File: config.mk
export PLATFORM = sky130hd
export DESIGN_NAME = tppc_top
export DESIGN_NICKNAME = d
export VERILOG_FILES = /design/src/hdl/tppc_pkg.sv /design/src/hdl/tppc_top.sv
export SDC_FILE = /design/constraint.sdc
export NUM_CORES = 2
export LEC_CHECK = 0
export BUFFER_PORTS_ARGS = -buffer_cell sky130_fd_sc_hd__buf_4
export CORE_ASPECT_RATIO = 2
export CORE_MARGIN = 2
export CORE_UTILIZATION = 60
export DETAILED_ROUTE_END_ITERATION = 8
export GPL_ROUTABILITY_DRIVEN = 1
export PLACE_DENSITY = 0.81
export SLEW_MARGIN = 20
export SYNTH_ARGS = -nofsm -noshare
export SYNTH_HDL_FRONTEND = slang
export SYNTH_SLANG_ARGS = --single-unit
File: constraint.sdc
create_clock -name clk -period 17.48 [get_ports clk]
set_input_delay 2.622 -clock clk [delete_from_list [all_inputs] [get_ports clk]]
set_output_delay 2.622 -clock clk [all_outputs]
set_load 0.005 [all_outputs]
File: src/hdl/tppc_pkg.sv
// constants and types for the touch probe position capture block
package tppc_pkg;
    // widths
    localparam int unsigned POS_W     = 32;
    localparam int unsigned TIME_W    = 16;
    // clock and timing
    localparam int unsigned CLK_MHZ        = 200;
    localparam int unsigned CLK_PERIOD_PS  = 5000;
    localparam int unsigned FILT_MIN_NS    = 100;     // fast input type
    localparam int unsigned FILT_MAX_US    = 500;     // slow input type, 0.5 ms
    localparam int unsigned SAMPLE_US      = 125;
    localparam int unsigned FILT_MIN_CYC   = (FILT_MIN_NS * 1000 + CLK_PERIOD_PS - 1)
                                             / CLK_PERIOD_PS;
    localparam int unsigned FILT_MAX_CYC   = FILT_MAX_US * CLK_MHZ;
    localparam int unsigned SAMPLE_CYC     = SAMPLE_US * CLK_MHZ;
    // reciprocal of the sample period in cycles, scaled by 2^RECIP_SH
    localparam int unsigned RECIP_SH       = 32;
    // rounded 2^RECIP_SH over the sample period
    localparam logic [31:0] SAMPLE_RECIP   = 32'(((64'd1 << RECIP_SH) + 64'(SAMPLE_CYC / 2))
                                             / 64'(SAMPLE_CYC));
    // source select
    localparam logic SRC_QUAD  = 1'b0;
    localparam logic SRC_MOTOR = 1'b1;
    typedef enum logic [1:0]
    {
        TPPC_IDLE = 2'b00,
        TPPC_WAIT = 2'b01,
        TPPC_CALC = 2'b10
    } tppc_state_t;
endpackage

File: src/hdl/tppc_top.sv
// touch probe position capture from quadrature counter or serial motor encoder
`timescale 1ns/1ps
`default_nettype none
// Summary of operation
// - with the quadrature source, the live count is latched the moment the filtered probe fires.
// - the probe input passes a filter whose delay lies between 100 ns and 0.5 ms per input type.
// - with the motor source, a new encoder sample is requested once every 125 us.
// - with the motor source, the time within the current sample period at which the probe fired is recorded.
// - velocity is the newest sample minus the one before, over the period.
// - the captured position is the newest sample plus velocity times the recorded time offset, one period longer when that sample predates the current period.
// - no acceleration term enters the estimate.
// - at constant velocity the estimate lands within one count of the true position.
module tppc_top
    import tppc_pkg::*;
#(
    parameter int unsigned FILT_MAX_CYC_P = tppc_pkg::FILT_MAX_CYC,
    parameter int unsigned SAMPLE_CYC_P   = tppc_pkg::SAMPLE_CYC
)
(
    // clock and reset
    input  wire logic                       clk,
    input  wire logic                       rst,
    // configuration
    input  wire logic                       src_sel,
    input  wire logic                       slow_input,
    input  wire logic                       arm,
    // probe pin
    input  wire logic                       probe_in,
    // quadrature counter
    input  wire logic [tppc_pkg::POS_W-1:0] quad_count,
    // serial encoder sample port
    output logic                            enc_req,
    input  wire logic                       enc_valid,
    input  wire logic [tppc_pkg::POS_W-1:0] enc_pos,
    // result
    output logic                            cap_done,
    output logic [tppc_pkg::POS_W-1:0]      cap_pos,
    output logic [tppc_pkg::TIME_W-1:0]     cap_time
);
    import tppc_pkg::*;

    // reciprocal of the period actually in use, so a shortened period scales right
    localparam logic [31:0] RECIP_P = 32'(((64'd1 << RECIP_SH) + 64'(SAMPLE_CYC_P / 2))
                                      / 64'(SAMPLE_CYC_P));

    //------------------------------------------------------------
    // state
    //------------------------------------------------------------
    typedef struct packed
    {
        logic [2:0]        sync;
        logic              filt;
        logic [19:0]       fcnt;
        logic [15:0]       tcnt;
        logic              enc_req;
        logic [POS_W-1:0]  p0;
        logic [POS_W-1:0]  p1;
        logic [POS_W-1:0]  p2;
        logic              motor_pend;
        logic              fresh;
        logic              stale;
        logic [TIME_W-1:0] t_evt;
        tppc_state_t       st;
        logic              done;
        logic [POS_W-1:0]  pos;
        logic [TIME_W-1:0] time_o;
    } tppc_reg_t;

    tppc_reg_t s_q;
    tppc_reg_t s_d;

    // signed product of velocity and elapsed time, scaled back to counts
    function automatic logic [POS_W-1:0] tppc_extrap(input logic [POS_W-1:0] base,
                                                     input logic [POS_W-1:0] v1,
                                                     input logic [POS_W-1:0] v2,
                                                     input logic [TIME_W-1:0] t);
        logic signed [POS_W-1:0]  dv;
        logic signed [95:0]       prod;
        dv   = $signed(v1 - v2);
        prod = 96'(dv) * $signed({1'b0, t}) * $signed({1'b0, RECIP_P});
        prod = prod + (96'sd1 <<< (RECIP_SH - 1));
        return base + prod[RECIP_SH +: POS_W];
    endfunction

    logic [19:0]       filt_lim;
    logic              rise;
    logic [TIME_W-1:0] t_off;

    //------------------------------------------------------------
    // next state
    //------------------------------------------------------------
    always_comb
    begin
        s_d      = s_q;
        filt_lim = slow_input ? 20'(FILT_MAX_CYC_P) : 20'(FILT_MIN_CYC);
        rise     = 1'b0;
        // offset from the newest sample; a period more if it predates this period
        t_off    = s_q.stale ? s_q.t_evt + 16'(SAMPLE_CYC_P) : s_q.t_evt;
        s_d.done = 1'b0;
        s_d.sync = {s_q.sync[1:0], probe_in};
        // filter: change counts once stages two and three agree for the delay
        if (s_q.sync[2] != s_q.sync[1] || s_q.sync[2] == s_q.filt)
        begin
            s_d.fcnt = 20'h00000;
        end
        else if (s_q.fcnt + 20'h00001 >= filt_lim)
        begin
            s_d.filt = s_q.sync[2];
            s_d.fcnt = 20'h00000;
            rise     = s_q.sync[2];
        end
        else
        begin
            s_d.fcnt = s_q.fcnt + 20'h00001;
        end
        // sample period timer and request
        s_d.enc_req = 1'b0;
        if (s_q.tcnt == 16'(SAMPLE_CYC_P - 1))
        begin
            s_d.tcnt    = 16'h0000;
            s_d.enc_req = 1'b1;
        end
        else
        begin
            s_d.tcnt = s_q.tcnt + 16'h0001;
        end
        // sample history, newest first
        if (enc_valid)
        begin
            s_d.p2 = s_q.p1;
            s_d.p1 = s_q.p0;
            s_d.p0 = enc_pos;
        end
        // a sample has landed since the current period began; arrival wins
        if (s_d.enc_req)
        begin
            s_d.fresh = 1'b0;
        end
        if (enc_valid)
        begin
            s_d.fresh = 1'b1;
        end
        case (s_q.st)
            TPPC_IDLE:
            begin
                if (arm)
                begin
                    s_d.st = TPPC_WAIT;
                end
            end
            TPPC_WAIT:
            begin
                if (rise && src_sel == SRC_QUAD)
                begin
                    s_d.pos    = quad_count;
                    s_d.time_o = 16'h0000;
                    s_d.done   = 1'b1;
                    s_d.st     = TPPC_IDLE;
                end
                else if (rise)
                begin
                    s_d.t_evt = s_q.tcnt;
                    s_d.stale = !(s_q.fresh || enc_valid);
                    s_d.st    = TPPC_CALC;
                end
            end
            TPPC_CALC:
            begin
                // estimate from newest sample and the one before; no acceleration term
                s_d.pos    = tppc_extrap(s_q.p0, s_q.p0, s_q.p1, t_off);
                s_d.time_o = s_q.t_evt;
                s_d.done   = 1'b1;
                s_d.st     = TPPC_IDLE;
            end
            default:
            begin
                s_d.st = TPPC_IDLE;
            end
        endcase
    end

    //------------------------------------------------------------
    // registers
    //------------------------------------------------------------
    always_ff @(posedge clk or posedge rst)
    begin
        if (rst)
        begin
            s_q <= '0;
        end
        else
        begin
            s_q <= s_d;
        end
    end

    assign enc_req  = s_q.enc_req;
    assign cap_done = s_q.done;
    assign cap_pos  = s_q.pos;
    assign cap_time = s_q.time_o;

    //------------------------------------------------------------
    // checks
    //------------------------------------------------------------
    property p_quad_latch;
        @(posedge clk) disable iff (rst)
        (s_q.st == TPPC_WAIT && rise && src_sel == SRC_QUAD) |=> cap_done && cap_pos == $past(quad_count);
    endproperty
    a_quad_latch: assert property (p_quad_latch) else $error("quad count not latched");

    property p_filt_hold;
        @(posedge clk) disable iff (rst)
        $changed(s_q.filt) |-> $past(s_q.sync[2]) == s_q.filt;
    endproperty
    a_filt_hold: assert property (p_filt_hold) else $error("filter changed without input");

    property p_req_period;
        @(posedge clk) disable iff (rst)
        enc_req |=> !enc_req [*2];
    endproperty
    a_req_period: assert property (p_req_period) else $error("sample request too frequent");

    property p_time_rec;
        @(posedge clk) disable iff (rst)
        (s_q.st == TPPC_WAIT && rise && src_sel == SRC_MOTOR) |=> s_q.t_evt == $past(s_q.tcnt);
    endproperty
    a_time_rec: assert property (p_time_rec) else $error("event time not recorded");

    property p_motor_done;
        @(posedge clk) disable iff (rst)
        (s_q.st == TPPC_WAIT && rise && src_sel == SRC_MOTOR) |=> ##1 cap_done;
    endproperty
    a_motor_done: assert property (p_motor_done) else $error("motor capture late");

    property p_zero_time;
        @(posedge clk) disable iff (rst)
        (s_q.st == TPPC_CALC && t_off == 16'h0000) |=> cap_pos == $past(s_q.p0);
    endproperty
    a_zero_time: assert property (p_zero_time) else $error("zero offset changed position");

    property p_still;
        @(posedge clk) disable iff (rst)
        (s_q.st == TPPC_CALC && s_q.p0 == s_q.p1) |=> cap_pos == $past(s_q.p0);
    endproperty
    a_still: assert property (p_still) else $error("nonzero move at zero velocity");

    property p_done_pulse;
        @(posedge clk) disable iff (rst)
        cap_done |=> !cap_done;
    endproperty
    a_done_pulse: assert property (p_done_pulse) else $error("done longer than one cycle");
endmodule
`default_nettype wire

==> impl_metrics.env <==
export IMPL_initial_core_util_pct=60.6
export IMPL_die_area_sq_um=79200
export IMPL_cts_sink_count=174
export IMPL_htree_levels=4
export IMPL_cp_top_family="adder cells"
export IMPL_n_antenna_cell=0
export IMPL_routed_via_density=5.96
export IMPL_cts_root_buf="clkbuf_16"
export IMPL_min_from="s_d[205]"
export IMPL_period_share_pct=96.8
export IMPL_route_detailed_drc=0
export IMPL_reg2reg_to="cap_pos[31]"
export IMPL_max_cap_violations=0
export IMPL_vias=36600
export IMPL_grt_use_total_pct=39.3
export IMPL_routedWlPerCell_um=23.7
export IMPL_fillers=5972
export IMPL_io_buffer_count=120
export IMPL_critPathLaunch="s_q[134]"
export IMPL_clock_skew_ps=21.3
export IMPL_num_rows=143
export IMPL_crit_cells=68
export IMPL_reg2regPathDepth=68
export IMPL_synth_most_common_cell="inv_1"
export IMPL_grt_pass1_wl_um=228000
export IMPL_grt_max_degree=115
export IMPL_yosys_top_cells_count="inv_1 (1155), fa_1 (914), ha_1 (547)"
export IMPL_synthCells=4913
export IMPL_cp_endpoint="cap_pos[31]"
export IMPL_syn_to_final_growth_pct=9.16
export IMPL_final_nets=6648
export IMPL_fmax_mhz=59.1
export IMPL_synthFlopType="dfrtp_1"
export IMPL_critical_path_startpoint_type="register"
export IMPL_grt_overflow_total=0
export IMPL_outcome="finished clean"
export IMPL_max_slew_margin_pct=23.3
export IMPL_ys_seq_area_share_pct=9.45
export IMPL_ant_nets=0
export IMPL_dp_hpwl_um=120000
export IMPL_critPathBufInv=13
export IMPL_worstMarginPinSlew_ps=1150
export IMPL_async_reset_ff_share_pct=100
export IMPL_synth_area_leaders="fa_1 (40%), ha_1 (15%), dfrtp_1 (9.4%)"
export IMPL_gp_congestion=1.05
export IMPL_core_area_sq_um=76000
export IMPL_yosys_area_share_simple_pct=10.3
export IMPL_setup_viol=0
export IMPL_cpMostUsedCell="fa_1"
export IMPL_postCtsHoldBufs=0
export IMPL_dr_first_iter_drc_count=2436
export IMPL_period_needed_ps=16930
export IMPL_drt_wl_total_um=146000
export IMPL_synth_xor_area_share_pct=4.13
export IMPL_layout_drive_gt1_share_pct=11.0
export IMPL_synth_top_family_by_area="adder cells"
export IMPL_slew_viol_final=0
export IMPL_syn_area_sq_um=46100
export IMPL_first_global_vias=41000
export IMPL_ios=121
export IMPL_arrival_ps=17260
export IMPL_utilization_pct=66.2
export IMPL_cts_made_buffers=17
export IMPL_worstPathMaxFanout=21
export IMPL_slowest_stage="fa_1"
export IMPL_avgSynthCellArea_sq_um=9.38
export IMPL_synth_mux_area_share_pct=1.42
export IMPL_hold_path_class="register to register"
export IMPL_r2r_start="s_q[134]"
export IMPL_synth_top_area_share_pct=39.7
export IMPL_clockBufferDepth=2
export IMPL_insertion_delay_ps=470
export IMPL_die_w_um=200
export IMPL_worst_ep_required_time_ps=17810
export IMPL_end_kind="register"
export IMPL_die_h_um=396
export IMPL_setup_worst_path_class="register to register"
export IMPL_synth_distinct_cells=85
export IMPL_ys_seq_elements=174
export IMPL_yosys_warnings=0
export IMPL_synth_compound_area_share_pct=8.74
export IMPL_r2r_slack_ps=550
export IMPL_dr_pass1_iters=6
export IMPL_synth_edff_count=0
export IMPL_synth_top_cell_by_area="fa_1"
export IMPL_hold_viol_final=0
export IMPL_critPathMaxStageDelay_ps=540
export IMPL_tns_ps=0
export IMPL_antenna_found_initial=5
export IMPL_cts_tree="done"
export IMPL_clk_pin_slew_ps=90
export IMPL_synthAdderAreaFrac_pct=54.5
routing by layer:
layer | part of all wire, % | GRT usage, % | up-vias
met4 | 14 | 40.6 | 8
met5 | 0.037 | 0 | -
met1 | 29 | 35.9 | 18100
met2 | 50 | 67.5 | 1862
met3 | 7.2 | 10.0 | 976
li1 | - | - | 15600
stage by stage:
| step | setup slack [ps] | hold slack (ps) | std cells | cell area [sq um] |
|---|---|---|---|---|
| after floorplan | 1170 | 331 | 4915 | 46100 |
| after global placement | 196 | 336 | 6088 | 49100 |
| final | 553 | 356 | 6144 | 50300 |
| after CTS | 21.4 | 357 | 6120 | 49700 |
| after global routing | -167 | 359 | 6144 | 50300 |
| after detailed placement | -253 | 340 | 6088 | 49100 |
cells by family (layout without fill, tap and decap cells):
family / after synthesis / count (layout)
AO/OA/AOI/OAI: 616 / 616
XOR/XNOR: 215 / 215
flip-flops: 174 / 174
adder cells (fa/ha/maj): 1461 / 1461
AND/OR/NAND/NOR: 1047 / 1047
multiplexers: 59 / 59
other: 1 / 3
buffers and inverters: 1340 / 1554
layout make-up:
| type | instances | area [sq um] | share of cell area, % |
|---|---|---|---|
| clock buffer | 17 | 425 | 0.846 |
| clock inverter | 15 | 176 | 0.351 |
| inverter | 1156 | 4350 | 8.64 |
| multi-input combinational | 3401 | 37000 | 73.5 |
| sequential | 174 | 4350 | 8.65 |
| tap | 1015 | 1270 | 2.52 |
| timing repair buffer | 366 | 2760 | 5.48 |
worst register-to-register path, delay by kind of cell, from the launching register on:
| kind | cells | cell delay, ps |
|---|---|---|
| AOI/OAI and AO/OA | 26 | 5050 |
| and+or+nand+nor | 7 | 1290 |
| buffers and inverters | 13 | 1640 |
| xor gates and xnor gates | 4 | 790 |
| adders and majority gates | 18 | 7620 |
| DFF | 1 | 380 |
registers in the layout (all words and copies together), names as in the netlist:
register	count
cap_time	16
cap_pos	32
cap_done	1
s_d	2
s_q	122
enc_req	1
worst min-delay path by stage:
| stage | end | slack, ps | depth (start not counted) |
|---|---|---|---|
| 2_1_floorplan | s_d[206] | 330 | 0 |
| 3_3_place_gp | s_d[206] | 340 | 0 |
| 3_5_place_dp | s_d[206] | 340 | 0 |
| 4_1_cts | s_d[206] | 360 | 0 |
| 5_1_grt | s_d[206] | 360 | 0 |
| 6_report | s_d[206] | 360 | 0 |
layout by cell type, fill, tap and decap left out, types with 28 or more instances in the layout:
| master | n |
|---|---|
| nand2_1 | 411 |
| xnor2_1 | 117 |
| a22o_1 | 35 |
| mux2_2 | 51 |
| nor2b_1 | 43 |
| nor3_1 | 37 |
| inv_1 | 1153 |
| nand3_1 | 56 |
| o21ai_0 | 115 |
| a31oi_1 | 28 |
| ha_1 | 546 |
| nand2b_1 | 38 |
| xor2_1 | 65 |
| dfrtp_1 | 174 |
| a21o_1 | 76 |
| a21oi_1 | 144 |
| buf_4 | 364 |
| nand4_1 | 28 |
| and2_1 | 33 |
| nor2_1 | 303 |
| fa_1 | 912 |
what timing repair did:
item,4_1_cts,5_1_grt
buffers inserted,0,24
setup endpoints to repair,9,22
gates cloned,0,0
resized for setup,7,77
pin swaps,0,22
Power is not shown: default switching activity piles up to over one toggle a cycle in this logic, so the estimate is an artifact.
